===== src/hw/dio_pkg.sv =====
// Purpose: shared constants and types for the dual 8-bit i/o port block
// Assumes: apb slave with 32-bit data, one register per aligned word
// Notes: printed offsets are not multiples of four, so they are indices
package dio_pkg;
   localparam int unsigned DIO_W = 8;
   // register indices as printed; byte address is four times the index
   localparam logic [15:0] DIO_IDX_P7_DATA = 16'hffda;
   localparam logic [15:0] DIO_IDX_P8_DATA = 16'hffdb;
   localparam logic [15:0] DIO_IDX_P7_DIR = 16'hffea;
   localparam logic [15:0] DIO_IDX_P8_DIR = 16'hffeb;
   // power mode control register of our own, index chosen freely
   localparam logic [15:0] DIO_IDX_MODE = 16'hfff0;
   localparam logic [7:0] DIO_DATA_RST = 8'h00;
   localparam logic [7:0] DIO_DIR_RST = 8'h00;
   localparam logic [7:0] DIO_WO_READ = 8'hff;
   localparam int unsigned DIO_SYNC_STAGES = 2;

   // power mode encoding held in the mode register
   typedef enum logic [2:0] {
      DIO_MODE_ACTIVE = 3'h0,
      DIO_MODE_SUBACTIVE = 3'h1,
      DIO_MODE_SLEEP = 3'h2,
      DIO_MODE_SUBSLEEP = 3'h3,
      DIO_MODE_WATCH = 3'h4,
      DIO_MODE_STANDBY = 3'h5
   } dio_mode_t;

   localparam dio_mode_t DIO_MODE_RST = DIO_MODE_ACTIVE;

   // pin bundle of one port
   typedef struct packed {
      logic [7:0] out;
      logic [7:0] oe_n;
   } dio_pins_t;
endpackage : dio_pkg


===== src/hw/dio_sync.sv =====
// Purpose: two-flop synchroniser for an 8-bit pin group
// Assumes: each bit is independent, no word coherence needed
// Notes: first stage is read only by the second
`timescale 1ns/1ps
`default_nettype none
module dio_sync
   import dio_pkg::*;
#(
   parameter int unsigned W = DIO_W
) (
   // clock and reset
   input wire logic pclk,
   input wire logic presetn,
   // data
   input wire logic [W-1:0] d,
   output logic [W-1:0] q
);
   typedef struct packed {
      logic [W-1:0] s1;
      logic [W-1:0] s2;
   } dio_sync_st_t;

   dio_sync_st_t st_r;
   dio_sync_st_t st_nxt;

   always_comb begin
      st_nxt.s1 = d;
      st_nxt.s2 = st_r.s1;
   end

   always_ff @(posedge pclk or negedge presetn) begin
      if (!presetn) begin
         st_r <= '0;
      end else begin
         st_r <= st_nxt;
      end
   end

   assign q = st_r.s2;
endmodule : dio_sync
`default_nettype wire


===== src/hw/dio_ports.sv =====
// Purpose: two 8-bit general-purpose i/o ports behind an apb slave
// Assumes: power controller gives the operating mode through a register
// Notes: output enables are active low, high means the pin floats
// ======================================================================
//
// The APB slave port was left to the implementer.
`timescale 1ns/1ps
`default_nettype none
module dio_ports
   import dio_pkg::*;
(
   // apb
   input wire logic pclk,
   input wire logic presetn,
   input wire logic psel,
   input wire logic penable,
   input wire logic pwrite,
   input wire logic [31:0] paddr,
   input wire logic [31:0] pwdata,
   input wire logic [3:0] pstrb,
   output logic [31:0] prdata,
   output logic pready,
   output logic pslverr,
   // first port pins
   input wire logic [7:0] port_seven_pin_in,
   output logic [7:0] port_seven_pin_out,
   output logic [7:0] port_seven_pin_oe_n,
   // second port pins
   input wire logic [7:0] port_eight_pin_in,
   output logic [7:0] port_eight_pin_out,
   output logic [7:0] port_eight_pin_oe_n
);
   // ======================================================================
   // state
   typedef struct packed {
      logic [7:0] p7_data;
      logic [7:0] p7_dir;
      logic [7:0] p8_data;
      logic [7:0] p8_dir;
      dio_mode_t mode;
      dio_pins_t p7_pins;
      dio_pins_t p8_pins;
      logic [31:0] rdata;
      logic ready;
      logic err;
   } dio_st_t;

   dio_st_t st_r;
   dio_st_t st_nxt;
   logic [7:0] p7_sync;
   logic [7:0] p8_sync;

   // ======================================================================
   // pin synchronisers
   dio_sync #(.W(DIO_W)) u_sync7 (
      .pclk(pclk),
      .presetn(presetn),
      .d(port_seven_pin_in),
      .q(p7_sync)
   );

   dio_sync #(.W(DIO_W)) u_sync8 (
      .pclk(pclk),
      .presetn(presetn),
      .d(port_eight_pin_in),
      .q(p8_sync)
   );

   // ======================================================================
   // decode: word addresses, index is byte address over four
   logic [29:0] widx;
   logic sel_p7d;
   logic sel_p8d;
   logic sel_p7c;
   logic sel_p8c;
   logic sel_mode;
   logic setup;
   logic wr_ok;

   assign widx = paddr[31:2];
   assign sel_p7d = (widx == {14'h0000, DIO_IDX_P7_DATA});
   assign sel_p8d = (widx == {14'h0000, DIO_IDX_P8_DATA});
   assign sel_p7c = (widx == {14'h0000, DIO_IDX_P7_DIR});
   assign sel_p8c = (widx == {14'h0000, DIO_IDX_P8_DIR});
   assign sel_mode = (widx == {14'h0000, DIO_IDX_MODE});
   // answer is taken in the setup cycle so the access phase ends in one cycle
   assign setup = psel && !penable;
   // narrow data sits in byte lane 0, so only that strobe writes
   assign wr_ok = setup && pwrite && pstrb[0];

   // ======================================================================
   // pin drive for one port under the current mode
   function automatic dio_pins_t drive_pins(input dio_mode_t m, input logic [7:0] dat,
                                            input logic [7:0] dir, input dio_pins_t prev);
      dio_pins_t p;
      p = prev;
      case (m)
         DIO_MODE_ACTIVE, DIO_MODE_SUBACTIVE: begin
            p.out = dat;
            p.oe_n = ~dir;
         end
         DIO_MODE_STANDBY: begin
            p.out = 8'h00;
            p.oe_n = 8'hff;
         end
         // sleep, subsleep and watch keep the previous pin state
         default: p = prev;
      endcase
      return p;
   endfunction : drive_pins

   // ======================================================================
   // next state
   always_comb begin
      st_nxt = st_r;
      st_nxt.ready = 1'b0;
      st_nxt.err = 1'b0;
      if (setup) begin
         st_nxt.ready = 1'b1;
         st_nxt.rdata = 32'h0000_0000;
         st_nxt.err = !(sel_p7d || sel_p8d || sel_p7c || sel_p8c || sel_mode);
         if (!pwrite) begin
            if (sel_p7d) begin
               st_nxt.rdata[7:0] = (st_r.p7_data & st_r.p7_dir) | (p7_sync & ~st_r.p7_dir);
            end else if (sel_p8d) begin
               st_nxt.rdata[7:0] = (st_r.p8_data & st_r.p8_dir) | (p8_sync & ~st_r.p8_dir);
            end else if (sel_p7c || sel_p8c) begin
               st_nxt.rdata[7:0] = DIO_WO_READ;
            end else if (sel_mode) begin
               st_nxt.rdata[2:0] = st_r.mode;
            end
         end
      end
      if (wr_ok) begin
         if (sel_p7d) begin
            st_nxt.p7_data = pwdata[7:0];
         end
         if (sel_p8d) begin
            st_nxt.p8_data = pwdata[7:0];
         end
         if (sel_p7c) begin
            st_nxt.p7_dir = pwdata[7:0];
         end
         if (sel_p8c) begin
            st_nxt.p8_dir = pwdata[7:0];
         end
         if (sel_mode && pwdata[2:0] <= 3'h5) begin
            st_nxt.mode = dio_mode_t'(pwdata[2:0]);
         end
      end
      // pins follow the registered latch and direction one cycle later
      st_nxt.p7_pins = drive_pins(st_r.mode, st_r.p7_data, st_r.p7_dir, st_r.p7_pins);
      st_nxt.p8_pins = drive_pins(st_r.mode, st_r.p8_data, st_r.p8_dir, st_r.p8_pins);
   end

   // ======================================================================
   // registers
   always_ff @(posedge pclk or negedge presetn) begin
      if (!presetn) begin
         st_r <= '0;
         st_r.p7_data <= DIO_DATA_RST;
         st_r.p7_dir <= DIO_DIR_RST;
         st_r.p8_data <= DIO_DATA_RST;
         st_r.p8_dir <= DIO_DIR_RST;
         st_r.mode <= DIO_MODE_RST;
         st_r.p7_pins.oe_n <= 8'hff;
         st_r.p8_pins.oe_n <= 8'hff;
      end else begin
         st_r <= st_nxt;
      end
   end

   assign prdata = st_r.rdata;
   assign pready = st_r.ready;
   assign pslverr = st_r.err;
   assign port_seven_pin_out = st_r.p7_pins.out;
   assign port_seven_pin_oe_n = st_r.p7_pins.oe_n;
   assign port_eight_pin_out = st_r.p8_pins.out;
   assign port_eight_pin_oe_n = st_r.p8_pins.oe_n;

   // ======================================================================
   // assertions
   // pins follow the latch only in the two running modes
   logic mode_live;
   assign mode_live = (st_r.mode == DIO_MODE_ACTIVE) || (st_r.mode == DIO_MODE_SUBACTIVE);

   a_dir7_read_ones: assert property (@(posedge pclk) disable iff (!presetn)
      (setup && !pwrite && sel_p7c) |=> (prdata[7:0] == 8'hff))
      else $error("first direction read not all ones");

   a_dir8_read_ones: assert property (@(posedge pclk) disable iff (!presetn)
      (setup && !pwrite && sel_p8c) |=> (prdata == 32'h0000_00ff))
      else $error("second direction read not all ones");

   a_p7_read_mix: assert property (@(posedge pclk) disable iff (!presetn)
      (setup && !pwrite && sel_p7d) |=>
         ((prdata[7:0] & $past(st_r.p7_dir)) == ($past(st_r.p7_data) & $past(st_r.p7_dir))))
      else $error("first port read lost latch bits");

   a_p7_read_pin: assert property (@(posedge pclk) disable iff (!presetn)
      (setup && !pwrite && sel_p7d) |=>
         ((prdata[7:0] & ~$past(st_r.p7_dir)) == ($past(p7_sync) & ~$past(st_r.p7_dir))))
      else $error("first port read lost pin bits");

   a_p8_read_pin: assert property (@(posedge pclk) disable iff (!presetn)
      (setup && !pwrite && sel_p8d) |=>
         ((prdata[7:0] & ~$past(st_r.p8_dir)) == ($past(p8_sync) & ~$past(st_r.p8_dir))))
      else $error("second port read lost pin bits");

   a_p7_write_latch: assert property (@(posedge pclk) disable iff (!presetn)
      (wr_ok && sel_p7d) |=> (st_r.p7_data == $past(pwdata[7:0])))
      else $error("first port latch not written");

   a_p8_drive_out: assert property (@(posedge pclk) disable iff (!presetn)
      (mode_live && $stable(st_r.mode)) |=>
         (port_eight_pin_oe_n == ~$past(st_r.p8_dir)) &&
         (port_eight_pin_out == $past(st_r.p8_data)))
      else $error("second port pins not driven from latch");

   a_p7_standby_float: assert property (@(posedge pclk) disable iff (!presetn)
      (st_r.mode == DIO_MODE_STANDBY) |=> (port_seven_pin_oe_n == 8'hff))
      else $error("first port not floating in standby");

   a_p8_sleep_hold: assert property (@(posedge pclk) disable iff (!presetn)
      (st_r.mode == DIO_MODE_SLEEP) |=> $stable(port_eight_pin_oe_n) && $stable(port_eight_pin_out))
      else $error("second port pins changed in sleep");

   a_one_wait_ready: assert property (@(posedge pclk) disable iff (!presetn)
      (psel && !penable) |=> pready ##1 !pready)
      else $error("ready not a single pulse after setup");

   // ======================================================================
   // further bus checks
   a_bad_addr_err: assert property (@(posedge pclk) disable iff (!presetn)
      (setup && !(sel_p7d || sel_p8d || sel_p7c || sel_p8c || sel_mode)) |=>
         (pslverr && (prdata == 32'h0000_0000)))
      else $error("unmapped access not refused");

   a_err_with_ready: assert property (@(posedge pclk) disable iff (!presetn)
      pslverr |-> pready)
      else $error("error flag without ready");

   a_ready_after_setup: assert property (@(posedge pclk) disable iff (!presetn)
      pready |-> $past(psel && !penable))
      else $error("ready without a setup cycle before it");

   a_read_upper_zero: assert property (@(posedge pclk) disable iff (!presetn)
      (setup && !pwrite) |=> (prdata[31:8] == 24'h00_0000))
      else $error("read data upper bits not zero");

   // out of range codes are dropped so the pins never see an undefined mode
   a_mode_refused: assert property (@(posedge pclk) disable iff (!presetn)
      (wr_ok && sel_mode && (pwdata[2:0] > 3'h5)) |=> $stable(st_r.mode))
      else $error("out of range mode accepted");

   // ======================================================================
   // further latch and direction checks
   a_p8_read_mix: assert property (@(posedge pclk) disable iff (!presetn)
      (setup && !pwrite && sel_p8d) |=>
         ((prdata[7:0] & $past(st_r.p8_dir)) == ($past(st_r.p8_data) & $past(st_r.p8_dir))))
      else $error("second port read lost latch bits");

   a_p8_write_latch: assert property (@(posedge pclk) disable iff (!presetn)
      (wr_ok && sel_p8d) |=> (st_r.p8_data == $past(pwdata[7:0])))
      else $error("second port latch not written");

   a_p7_dir_write: assert property (@(posedge pclk) disable iff (!presetn)
      (wr_ok && sel_p7c) |=> (st_r.p7_dir == $past(pwdata[7:0])))
      else $error("first direction not written");

   a_p8_dir_write: assert property (@(posedge pclk) disable iff (!presetn)
      (wr_ok && sel_p8c) |=> (st_r.p8_dir == $past(pwdata[7:0])))
      else $error("second direction not written");

   // a write without the lane 0 strobe is answered but must change nothing
   a_p7_strobe_off: assert property (@(posedge pclk) disable iff (!presetn)
      (setup && pwrite && !pstrb[0] && sel_p7d) |=> $stable(st_r.p7_data))
      else $error("first port latch written without lane strobe");

   a_p7_reset_clear: assert property (@(posedge pclk) disable iff (!presetn)
      $rose(presetn) |-> (st_r.p7_data == DIO_DATA_RST) && (st_r.p7_dir == DIO_DIR_RST))
      else $error("first port not cleared by reset");

   a_p8_reset_clear: assert property (@(posedge pclk) disable iff (!presetn)
      $rose(presetn) |->
         (st_r.p8_data == DIO_DATA_RST) && (st_r.p8_dir == DIO_DIR_RST))
      else $error("second port not cleared by reset");

   // ======================================================================
   // further pin checks
   a_reset_float: assert property (@(posedge pclk) disable iff (!presetn)
      $rose(presetn) |-> (port_seven_pin_oe_n == 8'hff) && (port_eight_pin_oe_n == 8'hff))
      else $error("pins not floating after reset");

   a_p7_drive_out: assert property (@(posedge pclk) disable iff (!presetn)
      mode_live |=>
         (port_seven_pin_oe_n == ~$past(st_r.p7_dir)) &&
         (port_seven_pin_out == $past(st_r.p7_data)))
      else $error("first port pins not driven from latch");

   a_p8_standby_float: assert property (@(posedge pclk) disable iff (!presetn)
      (st_r.mode == DIO_MODE_STANDBY) |=> (port_eight_pin_oe_n == 8'hff))
      else $error("second port not floating in standby");

   a_standby_low_out: assert property (@(posedge pclk) disable iff (!presetn)
      (st_r.mode == DIO_MODE_STANDBY) |=>
         (port_seven_pin_out == 8'h00) && (port_eight_pin_out == 8'h00))
      else $error("pins not parked low in standby");

   a_p7_hold_state: assert property (@(posedge pclk) disable iff (!presetn)
      (st_r.mode inside {DIO_MODE_SLEEP, DIO_MODE_SUBSLEEP, DIO_MODE_WATCH}) |=>
         $stable(port_seven_pin_oe_n) && $stable(port_seven_pin_out))
      else $error("first port pins changed while held");

   a_p8_hold_state: assert property (@(posedge pclk) disable iff (!presetn)
      (st_r.mode inside {DIO_MODE_SLEEP, DIO_MODE_SUBSLEEP, DIO_MODE_WATCH}) |=>
         $stable(port_eight_pin_oe_n) && $stable(port_eight_pin_out))
      else $error("second port pins changed while held");

   c_p7_read: cover property (@(posedge pclk) disable iff (!presetn)
      setup && !pwrite && sel_p7d ##1 pready);
   c_p8_write: cover property (@(posedge pclk) disable iff (!presetn)
      wr_ok && sel_p8d);
   c_standby: cover property (@(posedge pclk) disable iff (!presetn)
      st_r.mode == DIO_MODE_STANDBY);
   c_bad_addr: cover property (@(posedge pclk) disable iff (!presetn) pslverr);
   c_hold_leave: cover property (@(posedge pclk) disable iff (!presetn)
      (st_r.mode == DIO_MODE_WATCH) ##1 mode_live);
endmodule : dio_ports
`default_nettype wire


===== config.mk =====
export PLATFORM = sky130hd
export DESIGN_NAME = dio_ports
export DESIGN_NICKNAME = d
export VERILOG_FILES = /design/src/hw/dio_pkg.sv /design/src/hw/dio_sync.sv /design/src/hw/dio_ports.sv
export SDC_FILE = /design/constraint.sdc
export NUM_CORES = 1
export LEC_CHECK = 0
export BUFFER_PORTS_ARGS = -buffer_cell sky130_fd_sc_hd__buf_2
export CORE_ASPECT_RATIO = 1.1
export CORE_MARGIN = 2
export CORE_UTILIZATION = 25
export CTS_CLUSTER_DIAMETER = 30
export DETAILED_ROUTE_END_ITERATION = 10
export PLACE_DENSITY_LB_ADDON = 0.08
export SLEW_MARGIN = 0
export SYNTH_ARGS = -nofsm -noshare
export SYNTH_HDL_FRONTEND = slang
export SYNTH_SLANG_ARGS = --single-unit

===== constraint.sdc =====
create_clock -name pclk -period 1.4 [get_ports pclk]
set_input_delay 0.14 -clock pclk [delete_from_list [all_inputs] [get_ports pclk]]
set_output_delay 0.14 -clock pclk [all_outputs]
set_load 0.005 [all_outputs]

After elaboration in Yosys (flattened, before gate mapping)

Cells that the tools add are included.

Register bits: 109
Word-level logic and storage cells: 60
Input port bits: 89

Bitwise operators: 8
Multiplexer cells: 9
Equality and inequality tests: 7
$lt $le $gt $ge: 1
Reductions and logical operators: 19

Operator list:

| operator               | number |
|---|---|
| $eq A30 B16 Y1 const B | 5 |
| $pmux W16 S2           | 2 |
| $and A8 B8 Y8          | 4 |
| $mux W8                | 3 |
| $not A8 Y8             | 2 |
| $or A8 B8 Y8           | 2 |
| $reduce_and A2 Y1      | 5 |
| $mux W3                | 2 |
| $logic_or A1 B1 Y1     | 5 |
| $mux W5                | 1 |
| $logic_and A1 B1 Y1    | 4 |
| $eq A3 B1 Y1 const B   | 1 |
| $eq A3 B3 Y1 const B   | 1 |
| $le A3 B3 Y1 const B   | 1 |
| $logic_not A3 Y1       | 1 |
| $logic_not A1 Y1       | 2 |
| $mux W2                | 1 |
| $reduce_bool A2 Y1     | 1 |
| $reduce_or A2 Y1       | 1 |

Depth between registers and ports, before layout

Depth after elaboration: 7
Gate-level depth with buffers: 6

Modules after synthesis

A second synthesis with hierarchy kept.

Cell total of the unflattened synthesis: 370
Area total of the unflattened synthesis: 4788.3 um2

Modules (own cells, without submodules):

| module    | cells each | instances | area each (um2) |
|---|---|---|---|
| dio_ports | 338        | 1         | 3987.6 |
| dio_sync  | 16         | 2         | 400.4 |

Least setup slack after synthesis

Ideal clock, no wire load.

Path type: input-to-reg
Start point: in penable
End point: reg st_r[69] (netlist bit)
Required time: 1.275 ns
Setup slack: -0.281 ns
Arrival time: 1.556 ns
Stages on the path: 5
Cell sequence: and4b_1 > or3b_1 > buf_2 > nor3_4 > mux2_2

Longest elaborated chain between the ends: 5

Ends and longest elaborated chain:

| element                            | RTL line         | RTL |
|---|---|---|
| start, declared                    | dio_ports.sv:16  | `input wire logic penable,` |
| $logic_not A1 Y1                   | dio_ports.sv:87  | `assign setup = psel && !penable;` |
| $logic_and A1 B1 Y1                | dio_ports.sv:87  |  |
| $logic_and A1 B1 Y1 (2 in series)  | dio_ports.sv:89  | `assign wr_ok = setup && pwrite && pstrb[0];` |
| $reduce_and A2 Y1 (no source line) | -                |  |
| end signal, assigned               | dio_ports.sv:169 | `st_r <= st_nxt;` |
| end, declared                      | dio_ports.sv:48  | `dio_st_t st_r;` |

No other way between the ends.
A chain may end at the register's enable or synchronous reset.

Worst setup path in the final report

Start point: in penable
End point: reg st_r[95] (netlist bit)

Same word-level chain as after synthesis.

==> summary.md <==
| Metric | Value |
|---|---|
| Pins Over Slew Limit | 0 |
| Worst reg-to-reg path cell count | 3 |
| Fmax | 704 MHz |
| R2R Setup Slk | 0.23 ns |
| Die height | 149 um |
| VDD IR max | 582 uV |
| Worst Path Arrival | 1.66 ns |
| PortBufs | 101 |
| Hold_ws | 0.0751 ns |
| Reg clk slew, reported paths | 0.08 ns |
| Core region area | 0.0189 sq mm |
| Initial detailed-routing violation count | 168 |
| Largest net degree at the start of global routing | 36 |
| Tot GR Track Use | 0.130 |
| Die area | 0.0202 sq mm |
| Cell area after synthesis | 0.00477 sq mm |
| Period utilization | 1.01 |
| Initial antenna violation count | 0 |
| Site Rows | 53 |
| Leak | 3.02 nW |
| Post-Route WL | 12300 um |
| Hold Path Stages | 2 |
| Sw frac | 0.227 |
| H-tree levels | 3 |
| Final Util | 0.330 |
| Routed Antenna Nets | 0 |
| Worst Path Class, Setup | primary input to flop |
| Power per cell area | 1000 mW/mm^2 |
| Final #Nets | 575 |
| Mean Syn Cell Area | 12.9 sq um |
| Cell count after synthesis | 371 |
| Vias in the first global route | 3368 |
| Area grow syn2layout | 30.5% |
| Clock Skew | 0.00784 ns |
| YS warnings | 0 |
| Status | finished with violations |
| DRC viols | 0 |
| RSZ-0062 raised after global routing | true |
| Yosys cell types | 44 |
| DIE WIDTH | 136 um |
| Req. time, crit path | 1.64 ns |
| Tmin final | 1.42 ns |
| Max_cap viols | 0 |
| Worst Path Max Fanout | 8 |
| Endpoint class of the critical path | flop |
| Initial Util | 0.253 |
| # clock sinks | 109 |
| P_int | 4.83 mW |
| Total gr overflow | 0 |
| Detailed-route wire length per cell | 16.7 um |
| Fill cell count | 1915 |
| IO Pins | 155 |
| Hold_sp | pwdata[5] |
| DR vias | 3141 |
| Worst-skew pair later-pin latency | 0.35 ns |
| Max Root-Sink Buffers | 2 |
| Pre-antenna DRT Iters | 4 |
| Via-to-Cell Ratio | 4.26 |
| Placed insts | 704 |
| Final worst slack | -0.0205 ns |
| CTS tree | done |
| Crit Reg-Reg Endpoint | prdata[7] |
| HPWL Detailed | 9200 um |
| Final setup vio count | 25 |
| End point of the worst hold path | st_r[98] |
| Comb power frac | 0.058 |
| Crit Reg-Reg Startpoint | st_r[76] |
| Non-Filler Instances | 738 |
| Sw Pwr | 1.42 mW |
| Sequential share of the synthesized area | 0.576 |
| Failing checks | setup timing |
| Layout cells sized above 1 | 0.464 |
| Gp weighted congestion | 0.771 |
| Final Total Pwr | 6.24 mW |
| CTS Buf Count | 9 |
| Clock root cell | clkbuf_16 |
| Register bit total from synthesis | 109 |
| Sequential Power Share | 0.515 |
| Clock network fraction of total power | 0.427 |
| Global-route wire length before repair | 19600 um |
| Ant diodes | 0 |
| Min-Delay Path Class | primary input to flop |
| Setup crit start kind | primary input |
| Final hold vios | 0 |
[cell usage in the layout, fill, tap and decap left out, types with 4 or more instances in the layout]
cell type and count:
and2_1 4, nand2_1 7, buf_2 95, nand3_1 10
and4b_1 5, nand4_1 8, mux2_4 29, dfrtp_1 93
conb_1 24, dfstp_2 16, buf_6 7, buf_4 28
o2111ai_1 5, dlygate4sd3_1 17, clkbuf_16 9, mux2_2 14
mux2i_1 6, buf_12 10, nor2_1 19, a21oi_1 18
a22o_1 19
[layer usage]
| layer | global-route usage | share of wire | routed length, um | up-vias |
|---|---|---|---|---|
| li1 | - | - | - | 1472 |
| met4 | 0.0469 | 0.016 | 202 | 0 |
| met2 | 0.205 | 0.47 | 5830 | 71 |
| met5 | 0 | 0 | 0 | - |
| met3 | 0.0238 | 0.032 | 393 | 12 |
| met1 | 0.178 | 0.48 | 5910 | 1586 |
[power by group through the flow]
stage	Sequential, mW	Clock [mW]	Combinational, mW
after floorplan	3.27	0	0.117
after global placement	3.27	0	0.316
after detailed placement	3.27	0	0.321
after CTS	3.21	2.78	0.363
after global routing	3.22	2.89	0.411
final	3.21	2.66	0.365
[flip-flops by register name, indices dropped and copies added, names as in the netlist]
register,cells
pslverr,1
u_sync8.st_nxt,8
port_seven_pin_oe_n,8
port_seven_pin_out,8
u_sync7.st_nxt,8
u_sync7.q,8
u_sync8.q,8
st_r,35
prdata,8
pready,1
port_eight_pin_out,8
port_eight_pin_oe_n,8
[through the flow]
step | worst slack [ns] | setup TNS (ns) | cell area [sq um]
after detailed placement | -0.441 | -15.20 | 5600
after floorplan | -0.221 | -7.09 | 4910
after global routing | -0.0579 | -1.12 | 6230
after CTS | -0.0275 | -0.0903 | 6180
after global placement | -0.428 | -15.12 | 5600
final | -0.0205 | -0.291 | 6230
[what timing repair did]
| action | in CTS | in global routing |
|---|---|---|
| endpoints found under the hold margin | 109 | 0 |
| buffers inserted | 0 | 1 |
| cloned | 0 | 0 |
| endpoints found under the setup margin | 26 | 34 |
| hold buffers | 17 | 0 |
| pin swaps | 0 | 3 |
| resized for setup | 26 | 8 |
[critical path, cell delays in order]
cell	delay, ns
buf_6	0.09
and4b_1	0.27
or3b_1	0.37
buf_6	0.15
nor3_4	0.15
buf_12	0.17
mux2_4	0.30
[cell families after synthesis]
family | count (synthesis) | synth area share
AND/OR/NAND/NOR | 79 | 0.114
buffers and inverters | 79 | 0.114
multiplexers | 49 | 0.114
other | 1 | 0.000786
flip-flops | 109 | 0.576
AO/OA/AOI/OAI | 54 | 0.0818
[final cells by class]
type                    instances  area (sq um)  area share
inverters                       3          11.3     0.00181
clock inverters                 6          70.1      0.0112
clock buffers                  10           239      0.0384
flip-flops and latches        109          2750       0.441
multi-input cells             206          1720       0.276
well taps                     247           309      0.0496
repair buffers                157          1130       0.182
[Yosys cell counts, drive strengths merged]
master,instances,area share
a22o,19,0.035
inv,3,0.0024
nand4,9,0.015
nand4b,3,0.0055
and4bb,1,0.0026
nor2b,1,0.0013
mux2i,6,0.013
dfstp,16,0.088
a41oi,1,0.0018
o2111ai,5,0.0092
a21o,1,0.0016
nor4b,2,0.0081
and3b,1,0.0018
conb,1,0.00079
o211ai,1,0.0016
nor4,4,0.0079
a2111oi,1,0.0031
nand2,7,0.0055
nor2,20,0.016
mux2,43,0.10
or4,1,0.0016
nand2b,1,0.0013
nand3,10,0.010
buf,69,0.11
a31oi,3,0.0039
or2,1,0.0013
o21a,1,0.0016
and2,4,0.0052
nor3,6,0.013
or3b,1,0.0018
nand4bb,1,0.0024
o21ai,3,0.0031
nor4bb,1,0.0021
a21oi,18,0.019
clkbuf,7,0.0055
and4b,5,0.010
dfrtp,93,0.49
o211a,1,0.0021
[how the worst max path moves through the flow]
stage,from,to,slack [ns],cells after the start
detailed placement,penable,st_r[95],-0.44,7
global placement,penable,st_r[97],-0.43,7
global route,penable,st_r[95],-0.06,7
finish,penable,st_r[95],-0.02,7
floorplan,paddr[20],st_r[77],-0.22,6
CTS,penable,st_r[86],-0.03,7
Note: power is estimated with default switching activity, not from simulation.
